`src/bat_cmd_regs.vh`:
```
// Constants for the battery threshold command block: command codes,
// reset values, mode word bit positions and SMBus byte phases.
// Assumes inclusion by bare name from the design files.
`ifndef BAT_CMD_REGS_VH
`define BAT_CMD_REGS_VH

// Command codes
`define BAT_CMD_VENDOR        8'h00
`define BAT_CMD_LOW_CAP       8'h01
`define BAT_CMD_LOW_TIME      8'h02

// Reset values
`define BAT_VENDOR_RST        16'h0000
`define BAT_LOW_TIME_RST      16'h000a
`define BAT_LOW_CAP_PCT       10

// Mode word bit positions
`define BAT_MODE_SUPPRESS_BIT 13
`define BAT_MODE_UNIT_BIT     15

// Byte phases inside one SMBus transaction
`define BAT_PH_ADDR           3'h0
`define BAT_PH_CMD            3'h1
`define BAT_PH_LO             3'h2
`define BAT_PH_HI             3'h3

// Bit counter end value and zero threshold
`define BAT_LAST_BIT          3'h7
`define BAT_THR_OFF           16'h0000

// Clock rate and time base
`define BAT_CLK_HZ            50000000
`define BAT_MS_PER_S          1000

`endif

```
`src/bat_alarm_eval.v`:
```
// Threshold comparison and warning broadcast gating.
// Assumes measurement strobes and the mode word come from logic on i_mclk.
`timescale 1ns/10ps
`include "bat_cmd_regs.vh"

module bat_alarm_eval #(
  parameter SUPP_CYC = 50000000              // Withhold period in cycles
) (
  input  wire        i_mclk,
  input  wire        i_rst_n,
  input  wire [15:0] i_cap_meas,             // Charge left measurement
  input  wire        i_cap_upd,              // New charge value strobe
  input  wire [15:0] i_time_est,             // Mean runtime estimate
  input  wire        i_time_upd,             // New runtime value strobe
  input  wire [15:0] i_cap_thr,              // Low capacity threshold
  input  wire [15:0] i_time_thr,             // Low time threshold
  input  wire        i_thr_wr,               // Host wrote a threshold
  input  wire        i_suppress,             // Broadcast suppress mode bit
  output wire        o_cap_alarm,            // Capacity alarm flag
  output wire        o_time_alarm,           // Time alarm flag
  output wire        o_warn                  // One warning message strobe
);

  reg        cap_alarm_ff;                   // Capacity comparison result
  reg        time_alarm_ff;                  // Time comparison result
  reg        eval_ff;                        // Evaluation done last cycle
  reg        warn_ff;                        // Warning strobe
  reg        supp_prev_ff;                   // Suppress bit, one cycle late
  reg [31:0] supp_cnt_ff;                    // Withhold countdown

  wire eval_cap  = i_cap_upd | i_thr_wr;
  wire eval_time = i_time_upd | i_thr_wr;
  wire withhold  = (supp_cnt_ff != 32'h0000_0000);

  // Zero threshold disables, else strictly below raises
  function below;
    input [15:0] val;
    input [15:0] thr;
    begin
      below = (thr != `BAT_THR_OFF) && (val < thr);
    end
  endfunction

  ////////////////////////////////////////////////////////////////////////
  // Comparisons, redone on every value update and threshold write
  always @(posedge i_mclk or negedge i_rst_n)
  begin
    if (!i_rst_n)
    begin
      cap_alarm_ff  <= 1'b0;
      time_alarm_ff <= 1'b0;
      eval_ff       <= 1'b0;
    end
    else
    begin
      if (eval_cap)
        cap_alarm_ff <= below(i_cap_meas, i_cap_thr);   // RULE_05 RULE_06 RULE_16
      if (eval_time)
        time_alarm_ff <= below(i_time_est, i_time_thr); // RULE_11 RULE_12 RULE_16
      eval_ff <= eval_cap | eval_time;
    end
  end

  ////////////////////////////////////////////////////////////////////////
  // Withhold timer: starts when suppress bit rises, runs a fixed period.
  // The mode word is owned elsewhere, so the bit is not cleared here.
  always @(posedge i_mclk or negedge i_rst_n)
  begin
    if (!i_rst_n)
    begin
      supp_prev_ff <= 1'b0;
      supp_cnt_ff  <= 32'h0000_0000;
      warn_ff      <= 1'b0;
    end
    else
    begin
      supp_prev_ff <= i_suppress;
      if (i_suppress && !supp_prev_ff)
        supp_cnt_ff <= SUPP_CYC[31:0];                   // RULE_09 RULE_14
      else if (withhold)
        supp_cnt_ff <= supp_cnt_ff - 32'h0000_0001;
      // One message per evaluation while any alarm stands
      warn_ff <= eval_ff && (cap_alarm_ff || time_alarm_ff)
                 && !(withhold && i_suppress);           // RULE_09
    end
  end

  assign o_cap_alarm  = cap_alarm_ff;
  assign o_time_alarm = time_alarm_ff;
  assign o_warn       = warn_ff;

endmodule // bat_alarm_eval

```
`src/bat_thresh_cmds.v`:
```
// SMBus word command slave for the vendor word and both alarm thresholds,
// with the alarm comparison unit beneath it.
// Assumes SCL/SDA arrive from pins (open drain, resolved outside) and the
// mode word and measurements come from logic on i_mclk.
//
// Contract
// RULE_01: Answer all defined command codes here
// RULE_02: Defaults, modes and functions all implemented
// RULE_03: Code 0x00 takes word read/write only
// RULE_04: Code 0x01 stores and returns capacity threshold
// RULE_05: Capacity below threshold sends warning, flag set
// RULE_06: Zero capacity threshold disables that alarm
// RULE_07: Capacity threshold defaults to ten percent rated
// RULE_08: Units mAh or 10mWh per unit bit
// RULE_09: Suppress bit withholds warnings for set period
// RULE_10: Code 0x02 stores and returns minutes threshold
// RULE_11: Runtime below threshold sends warning, flag set
// RULE_12: Zero time threshold disables that alarm
// RULE_13: Time threshold defaults to ten minutes
// RULE_14: Suppress bit is mode bit 13
// RULE_15: Unit bit is mode bit 15
// RULE_16: Recompare on value update or threshold write
`timescale 1ns/10ps
`include "bat_cmd_regs.vh"

module bat_thresh_cmds #(
  parameter [6:0]  DEV_ADDR     = 7'h2a,     // Slave address, arbitrary
  parameter [15:0] RATED_CHARGE = 16'h1000,  // Rated charge value
  parameter        SUPPRESS_MS  = 1000       // Withhold period in ms
) (
  input  wire        i_mclk,
  input  wire        i_rst_n,
  input  wire        i_scl,                  // SMBus clock pin level
  input  wire        i_sda,                  // SMBus data pin level
  output wire        o_sda,                  // Data drive value, always low
  output wire        o_sda_oe,               // High while pulling SDA low
  input  wire [15:0] i_config_word,          // Mode word from mode register
  input  wire [15:0] i_charge_left_measure,  // Remaining charge value
  input  wire        i_charge_left_upd,      // Strobe: new charge value
  input  wire [15:0] i_mean_runtime_estimate,// Remaining minutes estimate
  input  wire        i_mean_runtime_upd,     // Strobe: new runtime value
  output wire [15:0] o_vendor_access_word,   // Vendor word contents
  output wire [15:0] o_low_capacity_threshold,
  output wire [15:0] o_low_time_threshold,
  output wire        o_cap_unit_10mwh,       // Threshold unit is 10mWh
  output wire        o_cap_alarm,            // Remaining capacity alarm flag
  output wire        o_time_alarm,           // Remaining time alarm flag
  output wire        o_warning_broadcast_msg // Strobe: send warning message
);

  // Derived counts
  localparam [31:0] LOW_CAP_W   = (RATED_CHARGE * `BAT_LOW_CAP_PCT) / 100;
  localparam        SUPP_CYC    = SUPPRESS_MS * (`BAT_CLK_HZ / `BAT_MS_PER_S);

  // Slave states
  localparam [2:0] ST_IDLE = 3'h0;           // Not addressed
  localparam [2:0] ST_RX   = 3'h1;           // Shifting a byte in
  localparam [2:0] ST_ACK  = 3'h2;           // Driving our acknowledge
  localparam [2:0] ST_TX   = 3'h3;           // Shifting a byte out
  localparam [2:0] ST_TACK = 3'h4;           // Reading master acknowledge

  ////////////////////////////////////////////////////////////////////////
  // Pin synchronisers and edge detection
  reg [1:0] scl_sync_ff;                     // Two stage SCL sync
  reg [1:0] sda_sync_ff;                     // Two stage SDA sync
  reg       scl_prev_ff;                     // Synced SCL, one cycle late
  reg       sda_prev_ff;                     // Synced SDA, one cycle late

  wire scl_s    = scl_sync_ff[1];
  wire sda_s    = sda_sync_ff[1];
  wire scl_rise = scl_s & ~scl_prev_ff;
  wire scl_fall = ~scl_s & scl_prev_ff;
  wire bus_start = scl_s & scl_prev_ff & sda_prev_ff & ~sda_s;
  wire bus_stop  = scl_s & scl_prev_ff & ~sda_prev_ff & sda_s;

  // Only the second stage feeds any logic
  always @(posedge i_mclk or negedge i_rst_n)
  begin
    if (!i_rst_n)
    begin
      scl_sync_ff <= 2'b11;
      sda_sync_ff <= 2'b11;
      scl_prev_ff <= 1'b1;
      sda_prev_ff <= 1'b1;
    end
    else
    begin
      scl_sync_ff <= {scl_sync_ff[0], i_scl};
      sda_sync_ff <= {sda_sync_ff[0], i_sda};
      scl_prev_ff <= scl_s;
      sda_prev_ff <= sda_s;
    end
  end

  ////////////////////////////////////////////////////////////////////////
  // Command helpers
  function mapped;
    input [7:0] c;
    begin
      mapped = (c == `BAT_CMD_VENDOR) || (c == `BAT_CMD_LOW_CAP) ||
               (c == `BAT_CMD_LOW_TIME);                 // RULE_01
    end
  endfunction

  reg [15:0] vendor_ff;                      // Vendor access word
  reg [15:0] low_cap_ff;                     // Low capacity threshold
  reg [15:0] low_time_ff;                    // Low time threshold

  function [15:0] reg_val;
    input [7:0] c;
    begin
      case (c)
        `BAT_CMD_LOW_CAP:  reg_val = low_cap_ff;         // RULE_04
        `BAT_CMD_LOW_TIME: reg_val = low_time_ff;        // RULE_10
        default:           reg_val = vendor_ff;          // RULE_03
      endcase
    end
  endfunction

  ////////////////////////////////////////////////////////////////////////
  // Transaction engine
  reg [2:0]  state_ff;                       // Slave state
  reg [2:0]  bit_cnt_ff;                     // Bit within byte
  reg [7:0]  shift_ff;                       // Receive shifter
  reg [2:0]  phase_ff;                       // Byte phase in transaction
  reg        got_ff;                         // Full byte or master ack seen
  reg        read_ff;                        // Current address asked read
  reg [7:0]  cmd_ff;                         // Latched command code
  reg        cmd_ok_ff;                      // Command valid this frame
  reg [7:0]  lo_ff;                          // Low data byte of a write
  reg [7:0]  tx_ff;                          // Transmit shifter
  reg [7:0]  rd_hi_ff;                       // High byte awaiting send
  reg        tx_hi_ff;                       // High byte already sent
  reg        sda_oe_ff;                      // Pull SDA low
  reg        thr_wr_ff;                      // Strobe: threshold written

  wire [15:0] rd_word = reg_val(cmd_ff);

  // Byte level sequencing; stops and starts override every state.
  // No clock stretching: the host's SCL alone paces the transfer.
  always @(posedge i_mclk or negedge i_rst_n)
  begin
    if (!i_rst_n)
    begin
      state_ff    <= ST_IDLE;
      bit_cnt_ff  <= 3'h0;
      shift_ff    <= 8'h00;
      phase_ff    <= `BAT_PH_ADDR;
      got_ff      <= 1'b0;
      read_ff     <= 1'b0;
      cmd_ff      <= 8'h00;
      cmd_ok_ff   <= 1'b0;
      lo_ff       <= 8'h00;
      tx_ff       <= 8'h00;
      rd_hi_ff    <= 8'h00;
      tx_hi_ff    <= 1'b0;
      sda_oe_ff   <= 1'b0;
      thr_wr_ff   <= 1'b0;
      vendor_ff   <= `BAT_VENDOR_RST;
      low_cap_ff  <= LOW_CAP_W[15:0];                    // RULE_07
      low_time_ff <= `BAT_LOW_TIME_RST;                  // RULE_13
    end
    else
    begin
      thr_wr_ff <= 1'b0;
      if (bus_start)
      begin
        // Start or repeated start: expect an address byte
        state_ff   <= ST_RX;
        bit_cnt_ff <= 3'h0;
        phase_ff   <= `BAT_PH_ADDR;
        got_ff     <= 1'b0;
        sda_oe_ff  <= 1'b0;
      end
      else if (bus_stop)
      begin
        // Half-finished writes are dropped, so byte writes never land
        state_ff  <= ST_IDLE;
        sda_oe_ff <= 1'b0;
        cmd_ok_ff <= 1'b0;
      end
      else
      begin
        case (state_ff)
          ST_RX:
            if (scl_rise)
            begin
              shift_ff   <= {shift_ff[6:0], sda_s};
              bit_cnt_ff <= bit_cnt_ff + 3'h1;
              if (bit_cnt_ff == `BAT_LAST_BIT)
                got_ff <= 1'b1;
            end
            else if (scl_fall && got_ff)
            begin
              got_ff   <= 1'b0;
              phase_ff <= phase_ff + 3'h1;
              state_ff <= ST_ACK;
              sda_oe_ff <= 1'b1;
              case (phase_ff)
                `BAT_PH_ADDR:
                  // Read only after a command in this frame
                  if (shift_ff[7:1] == DEV_ADDR && (!shift_ff[0] || cmd_ok_ff))
                  begin
                    read_ff  <= shift_ff[0];
                    tx_ff    <= rd_word[7:0];            // RULE_04 RULE_10
                    rd_hi_ff <= rd_word[15:8];
                    tx_hi_ff <= 1'b0;
                  end
                  else
                  begin
                    state_ff  <= ST_IDLE;
                    sda_oe_ff <= 1'b0;
                  end
                `BAT_PH_CMD:
                  if (mapped(shift_ff))                  // RULE_01
                  begin
                    cmd_ff    <= shift_ff;
                    cmd_ok_ff <= 1'b1;
                  end
                  else
                  begin
                    state_ff  <= ST_IDLE;
                    sda_oe_ff <= 1'b0;
                  end
                `BAT_PH_LO:
                  lo_ff <= shift_ff;
                `BAT_PH_HI:
                begin
                  // Commit only a whole word, low byte first
                  case (cmd_ff)
                    `BAT_CMD_LOW_CAP:
                    begin
                      low_cap_ff <= {shift_ff, lo_ff};   // RULE_04 RULE_07 RULE_08
                      thr_wr_ff  <= 1'b1;                // RULE_16
                    end
                    `BAT_CMD_LOW_TIME:
                    begin
                      low_time_ff <= {shift_ff, lo_ff};  // RULE_10 RULE_13
                      thr_wr_ff   <= 1'b1;               // RULE_16
                    end
                    default:
                      vendor_ff <= {shift_ff, lo_ff};    // RULE_03
                  endcase
                end
                default:
                begin
                  // Excess bytes are not acknowledged
                  state_ff  <= ST_IDLE;
                  sda_oe_ff <= 1'b0;
                end
              endcase
            end
          ST_ACK:
            if (scl_fall)
            begin
              bit_cnt_ff <= 3'h0;
              if (read_ff)
              begin
                state_ff  <= ST_TX;
                sda_oe_ff <= ~tx_ff[7];
              end
              else
              begin
                state_ff  <= ST_RX;
                sda_oe_ff <= 1'b0;
              end
            end
          ST_TX:
            if (scl_rise)
            begin
              bit_cnt_ff <= bit_cnt_ff + 3'h1;
              if (bit_cnt_ff == `BAT_LAST_BIT)
                got_ff <= 1'b1;
            end
            else if (scl_fall)
            begin
              if (got_ff)
              begin
                got_ff    <= 1'b0;
                state_ff  <= ST_TACK;
                sda_oe_ff <= 1'b0;
              end
              else
              begin
                tx_ff     <= {tx_ff[6:0], 1'b0};
                sda_oe_ff <= ~tx_ff[6];
              end
            end
          ST_TACK:
            if (scl_rise)
              got_ff <= ~sda_s;
            else if (scl_fall)
            begin
              got_ff     <= 1'b0;
              bit_cnt_ff <= 3'h0;
              // Master ack after low byte fetches the high byte
              if (got_ff && !tx_hi_ff)
              begin
                tx_ff     <= rd_hi_ff;
                tx_hi_ff  <= 1'b1;
                state_ff  <= ST_TX;
                sda_oe_ff <= ~rd_hi_ff[7];
              end
              else
                state_ff <= ST_IDLE;
            end
          default:
            sda_oe_ff <= 1'b0;
        endcase
      end
    end
  end

  ////////////////////////////////////////////////////////////////////////
  // Unit bit is registered for a clean data output
  reg unit_ff;                               // Capacity unit selection

  always @(posedge i_mclk or negedge i_rst_n)
  begin
    if (!i_rst_n)
      unit_ff <= 1'b0;
    else
      unit_ff <= i_config_word[`BAT_MODE_UNIT_BIT];      // RULE_08 RULE_15
  end

  ////////////////////////////////////////////////////////////////////////
  // Alarm comparisons and warning gating
  bat_alarm_eval #(
    .SUPP_CYC   (SUPP_CYC)
  ) u_alarm (
    .i_mclk     (i_mclk),
    .i_rst_n    (i_rst_n),
    .i_cap_meas (i_charge_left_measure),
    .i_cap_upd  (i_charge_left_upd),
    .i_time_est (i_mean_runtime_estimate),
    .i_time_upd (i_mean_runtime_upd),
    .i_cap_thr  (low_cap_ff),
    .i_time_thr (low_time_ff),
    .i_thr_wr   (thr_wr_ff),
    .i_suppress (i_config_word[`BAT_MODE_SUPPRESS_BIT]), // RULE_14
    .o_cap_alarm(o_cap_alarm),
    .o_time_alarm(o_time_alarm),
    .o_warn     (o_warning_broadcast_msg)
  );

  // Open drain: only ever pulls low
  assign o_sda                    = 1'b0;
  assign o_sda_oe                 = sda_oe_ff;
  assign o_vendor_access_word     = vendor_ff;
  assign o_low_capacity_threshold = low_cap_ff;
  assign o_low_time_threshold     = low_time_ff;
  assign o_cap_unit_10mwh         = unit_ff;

endmodule // bat_thresh_cmds

```
`config.mk`:
```
export PLATFORM = sky130hd
export DESIGN_NAME = bat_thresh_cmds
export DESIGN_NICKNAME = d
export VERILOG_FILES = /design/src/bat_alarm_eval.v /design/src/bat_thresh_cmds.v
export VERILOG_INCLUDE_DIRS = /design/src
export SDC_FILE = /design/constraint.sdc
export NUM_CORES = 1
export LEC_CHECK = 0
export BUFFER_PORTS_ARGS = -buffer_cell sky130_fd_sc_hd__buf_2
export CORE_AREA = 10 10 114 167
export DETAILED_ROUTE_END_ITERATION = 8
export DIE_AREA = 0 0 124 177
export GPL_ROUTABILITY_DRIVEN = 0
export GPL_TIMING_DRIVEN = 1
export PLACE_DENSITY = 0.79
export SETUP_SLACK_MARGIN = 0.05
export SLEW_MARGIN = 40
export SYNTH_ARGS = -nofsm -noshare
export SYNTH_HDL_FRONTEND = slang
export SYNTH_SLANG_ARGS = --single-unit
export TNS_END_PERCENT = 10
```
`constraint.sdc`:
```
create_clock -name i_mclk -period 4.7 [get_ports i_mclk]
set_clock_uncertainty 0.15 [all_clocks]
set_input_delay 0.235 -clock i_mclk [delete_from_list [all_inputs] [get_ports i_mclk]]
set_output_delay 0.235 -clock i_mclk [all_outputs]
set_load 0.05 [all_outputs]
```
## After elaboration in Yosys (flattened, before gate mapping)

Index checks and enable logic that the tools add are counted.

- Add/sub/neg operators: 3
- Magnitude comparators: 2
- Equal/unequal tests: 38
- Multiplexer cells: 87
- Bitwise operators: 21
- Reductions and logical operators: 52

Operator list:

| cell | number |
|---|---|
| $mux 8 | 10 |
| $mux 32 | 2 |
| $mux 3 | 20 |
| $mux 1 | 42 |
| $ne 4x4->1 const B | 10 |
| $reduce_and 7->1 | 5 |
| $lt 16x16->1 | 2 |
| $pmux 16 s2 | 1 |
| $reduce_bool 16->1 | 2 |
| $reduce_bool 32->1 | 1 |
| $sub 32x1->32 const B | 1 |
| $pmux 8 s3 | 1 |
| $ne 2x2->1 const B | 10 |
| $eq 8x1->1 const B | 2 |
| $eq 8x2->1 const B | 2 |
| $reduce_bool 2->1 | 8 |
| $reduce_and 13->1 | 1 |
| $eq 3x2->1 const B | 4 |
| $pmux 3 s4 | 1 |
| $reduce_and 4->1 | 3 |
| $reduce_and 6->1 | 2 |
| $not 1->1 | 11 |
| $reduce_and 10->1 | 1 |
| $logic_and 1x1->1 | 9 |
| other kinds (26) | 52 |

- Register bits after elaboration: 147
- Input bits: 54
- Output and inout port bits: 54
- Word-level logic and storage cells: 231

## Depth between registers and ports, before layout

- Depth after elaboration: 10
- Depth in mapped cells: 10

## By module

A second synthesis with hierarchy kept.

- Cells, all modules: 818
- Area, all modules: 8428.1 µm²

By module, submodules not included:

| module | times used | cells each | area an instance (µm²) | seq. area each (µm²) |
|---|---|---|---|---|
| bat_thresh_cmds | 1 | 503 | 5724.2 | 2768.9 |
| bat_alarm_eval | 1 | 315 | 2703.8 | 925.9 |

## Worst setup path before layout

OpenSTA, ideal clock, no wires.

- Path type: flip-flop to flip-flop
- Start point: register u_alarm.supp_cnt_ff[0]
- End point: register u_alarm.supp_cnt_ff[13]
- Library setup time: 133 ps
- Arrival time: 2257 ps
- Required time: 4417 ps
- Path slack: 2159 ps
- Cell stages (with the launch flop): 11
- Clock period less this slack: 2541 ps
- Path through: dfrtp_1 > inv_1 > ha_1 > or3b_1 > clkbuf_1 > or4_1 > buf_2 > nor3_4 > nor4b_1 > xnor2_1 > nand2_1

- Word-level cells in the longest chain between the ends: 3

Ends and longest elaborated chain:

| what | line | text |
|---|---|---|
| start, declared | bat_alarm_eval.v:29 | `reg [31:0] supp_cnt_ff;` |
| start signal, assigned | bat_alarm_eval.v:79 | `supp_cnt_ff <= SUPP_CYC[31:0];` |
| start signal, assigned | bat_alarm_eval.v:81 | `supp_cnt_ff <= supp_cnt_ff - 32'h0000_0001;` |
| $sub 32x1->32 | bat_alarm_eval.v:81 |  |
| $mux 32 | bat_alarm_eval.v:80 | `else if (withhold)` |
| $mux 32 | bat_alarm_eval.v:78 | `if (i_suppress && !supp_prev_ff)` |

Several ways; a longest one is shown, not always the timed one. The select of a mux whose other input is x is not followed.
A chain may end at the register's enable or synchronous reset.

## Worst setup path in the final report

- Start point: register cmd_ff[5]
- End point: register low_cap_ff[9], in the netlist o_low_capacity_threshold[9]

- Word-level cells in the longest chain between the ends: 2

Ends and longest elaborated chain:

| what | line | text |
|---|---|---|
| start, declared | bat_thresh_cmds.v:128 | `reg [7:0] cmd_ff;` |
| start signal, assigned | bat_thresh_cmds.v:217 | `cmd_ff <= shift_ff;` |
| $eq 8x1->1 | bat_thresh_cmds.v:230 | `case (cmd_ff)` |
| $reduce_and 7->1 (no source line) | n/a |  |
| end signal, assigned | bat_thresh_cmds.v:160 | `low_cap_ff <= LOW_CAP_W[15:0];` |
| end signal, assigned | bat_thresh_cmds.v:233 | `low_cap_ff <= {shift_ff, lo_ff};` |
| end, declared | bat_thresh_cmds.v:106 | `reg [15:0] low_cap_ff;` |

Every way passes these cells.

==> out/results.tsv <==
metric	value	unit
status	finished, final reports clean	
Clk Latency, worst-skew pair	0.43	ns
number of max-cap violations	0	
clock slew at reported path FFs	0.07	ns
sequential element share of the synthesized area	47.2	%
# port buffers	92	
Clock Tree Buf Depth	2	
fin crit period	2.88	ns
Hold Path Class	in -> reg	
Worst R2R Path Depth	7	
measured slew at the worst slew-check pin	0.697	ns
Synth cell types	65	
initial detailed-routing violation count	487	
pin count of the biggest net entering global routing	103	
Startpoint Class	flip-flop	
# rows	57	
first-pass GRT wire length	33.6	mm
Worst EP arrival	3.07	ns
DRT Wirelength	20.8	mm
via count	6445	
ys async rst share	100	%
Synth Net Count	894	
Post-route DRC	0	
Final setup viols	0	
Pwr Density	335	nW/µm²
setup slack, reg-to-reg	1.82	ns
Cells after Synth	802	
number of CTS-inserted buffers	17	
Post-synth EDFFs	0	
Critical Path Sink Type	flip-flop	
IO Count	108	
Period Utilization, post-route	61.3	%
Slew HR	53.3	%
antenna violations before repair	1	
leak pwr	0.00405	µW
die height	177	µm
Fin. Hold Viols	0	
number of global-route vias before repair	6463	
fin area	9180	µm²
flop and latch count out of synthesis	147	
Clock Tree Root	clkbuf_16	
Post-CTS Setup Bufs	0	
maximum VDD drop	0.228	mV
synthesized cell area	7830	µm²
worst endpoint required time	4.88	ns
total global routing overflow	0	
core area	16000	µm²
Initial Util	48.8	%
CTS tree	yes	
Reg-to-Reg Start	cmd_ff[5]	
placed instance area	8490	µm²
fin cells	1112	
Crit. Startpoint	cmd_ff[5]	
max-slew violations	0	
H-tree depth	4	
RSZ-0062 raised after global routing	no	
drt via density	5.80	
FF-to-FF End	o_low_capacity_threshold[9]	
share of post-route cells with drive strength above 1	22.2	%
# placed instances	1071	
min-delay src	i_charge_left_upd	
final core occ	57.2	%
Synth warnings	0	
average size of a mapped cell	9.77	µm²
die area	21900	µm²
drt wl/cell	18.7	µm
crit path max fanout	22	
Setup TNS Final	0	ns
gr usage total	19.5	%
post-route ant nets	0	
router iterations before antenna repair	5	
synth-to-layout area growth	17.2	%
post-DP HPWL	15.3	mm
Die Wd	124	µm
Synth Flop Type	dfrtp_1	
fin nets	984	
Setup CP Type	reg -> reg	
Sink Count	147	
crit path to	o_low_capacity_threshold[9]	
Achievable Freq	347	MHz
what timing repair did:
| item | 4_1_cts | 5_1_grt |
|---|---|---|
| hold buffers | 7 | 0 |
| resized for setup | 0 | 0 |
| endpoints found under the hold margin | 101 | 0 |
| setup endpoints to repair | 0 | 0 |
through the flow:
step           setup slack [ns]  power, µW  hold slack (ns)
2_1_floorplan              2.16       1630           -0.211
3_3_place_gp               1.82       1730            0.189
3_5_place_dp               1.76       1740            0.167
4_1_cts                    1.73       3090           0.0644
5_1_grt                    1.53       3190           0.0904
6_report                   1.82       3080           0.0788
layout make-up:
class	instances	area [µm²]
Tap cell	206	258
Clock inverter	15	163
Multi-Input combinational cell	580	3870
Inverter	38	143
Timing Repair Buffer	108	628
Sequential cell	147	3700
Fill cell	1383	6870
Antenna cell	1	2.50
Clock buffer	17	425
metal layers:
metal	wire (µm)	track usage (%)
met5	0	0
met2	10600	33.1
met1	8250	22.0
met3	936	4.38
met4	935	10.4
worst min-delay path by stage:
| stage | end | slack [ns] | cells after the start |
|---|---|---|---|
| floorplan | bit_cnt_ff[0] | -0.21 | 0 |
| CTS | u_alarm.o_cap_alarm | 0.06 | 4 |
| global route | u_alarm.o_cap_alarm | 0.09 | 4 |
| detailed placement | u_alarm.supp_cnt_ff[19] | 0.17 | 1 |
| global placement | scl_sync_ff[0] | 0.19 | 1 |
| finish | u_alarm.o_cap_alarm | 0.08 | 4 |
layout by cell type (no fill, tap or decap), types with 4 or more instances in the layout:
cell type	n
dfrtp_1	133
buf_2	91
nand2_1	75
o21ai_0	73
nor2_1	56
inv_1	38
ha_1	38
mux2_2	37
a21oi_1	34
nand2b_1	23
xnor2_1	21
nor2b_1	21
nor4_1	18
clkbuf_16	17
nand3_1	16
nor3_1	15
o22ai_1	15
dfstp_2	13
o31ai_1	12
a21o_1	10
or3_1	9
a211oi_1	9
o311ai_0	8
buf_4	8
a221oi_1	7
dlygate4sd3_1	7
o21ai_1	6
nand4_1	6
or4_1	5
nor4_2	4
o211ai_1	4
and3_1	4
inv_6	4
inv_8	4
flip-flops by register name, summed over array words and instances (netlist names), 2 cells and up:
register                  count
sda_sync_ff                   2
state_ff                      3
scl_sync_ff                   2
o_vendor_access_word         16
o_low_capacity_threshold     16
u_alarm.supp_cnt_ff          32
bit_cnt_ff                    3
rd_hi_ff                      8
cmd_ff                        8
tx_ff                         8
o_low_time_threshold         16
shift_ff                      8
phase_ff                      3
lo_ff                         8
where the power goes:
group          internal (µW)  switching, µW  total (µW)
logic                    129            161         290
registers               1350           90.2        1440
clock network            752            593        1350
total                   2230            844        3080
critical path, stage by stage (launching register included):
cell,delay [ns]
dfrtp_1,0.40
nor4_1,0.50
and2_1,0.36
nand3_1,0.28
nor3b_2,0.59
buf_4,0.33
nand2_1,0.07
o21ai_0,0.11
Yosys cell counts, types with 3 or more instances:
cell type / number / area (µm²)
a221oi_1: 7 / 61.3
a21oi_1: 35 / 175
nand2_1: 75 / 282
nand2b_1: 23 / 144
o211ai_1: 4 / 30.0
mux2_2: 37 / 417
a2111oi_0: 3 / 26.3
or4_4: 3 / 33.8
or4_1: 5 / 37.5
dfstp_2: 13 / 342
o21ai_1: 6 / 30.0
xnor2_1: 21 / 184
o22ai_1: 15 / 93.8
nor2b_1: 21 / 131
nor4_1: 18 / 113
dfrtp_1: 134 / 3350
o311ai_0: 8 / 70.1
inv_1: 38 / 143
and3_1: 4 / 25.0
o21ai_0: 73 / 365
nor2_1: 56 / 210
or3_1: 9 / 56.3
a211oi_1: 9 / 67.6
ha_1: 38 / 475
nor3_1: 15 / 75.1
buf_2: 5 / 25.0
o31ai_1: 12 / 90.1
nor3b_1: 5 / 37.5
nand3_1: 16 / 80.1
xor2_1: 3 / 26.3
nor4_2: 4 / 50.1
a21o_1: 10 / 75.1
clkbuf_1: 29 / 109
nand4_1: 6 / 37.5
kinds of logic after synthesis:
family,share of synthesized area [%]
DFF,47.2
and+or+nand+nor,18.9
buffers and inverters,3.72
adders and majority gates,6.07
AOI/OAI and AO/OA,15.9
xor gates and xnor gates,2.68
muxes,5.59
other,0.0479
(Power assumes the default switching activity.)
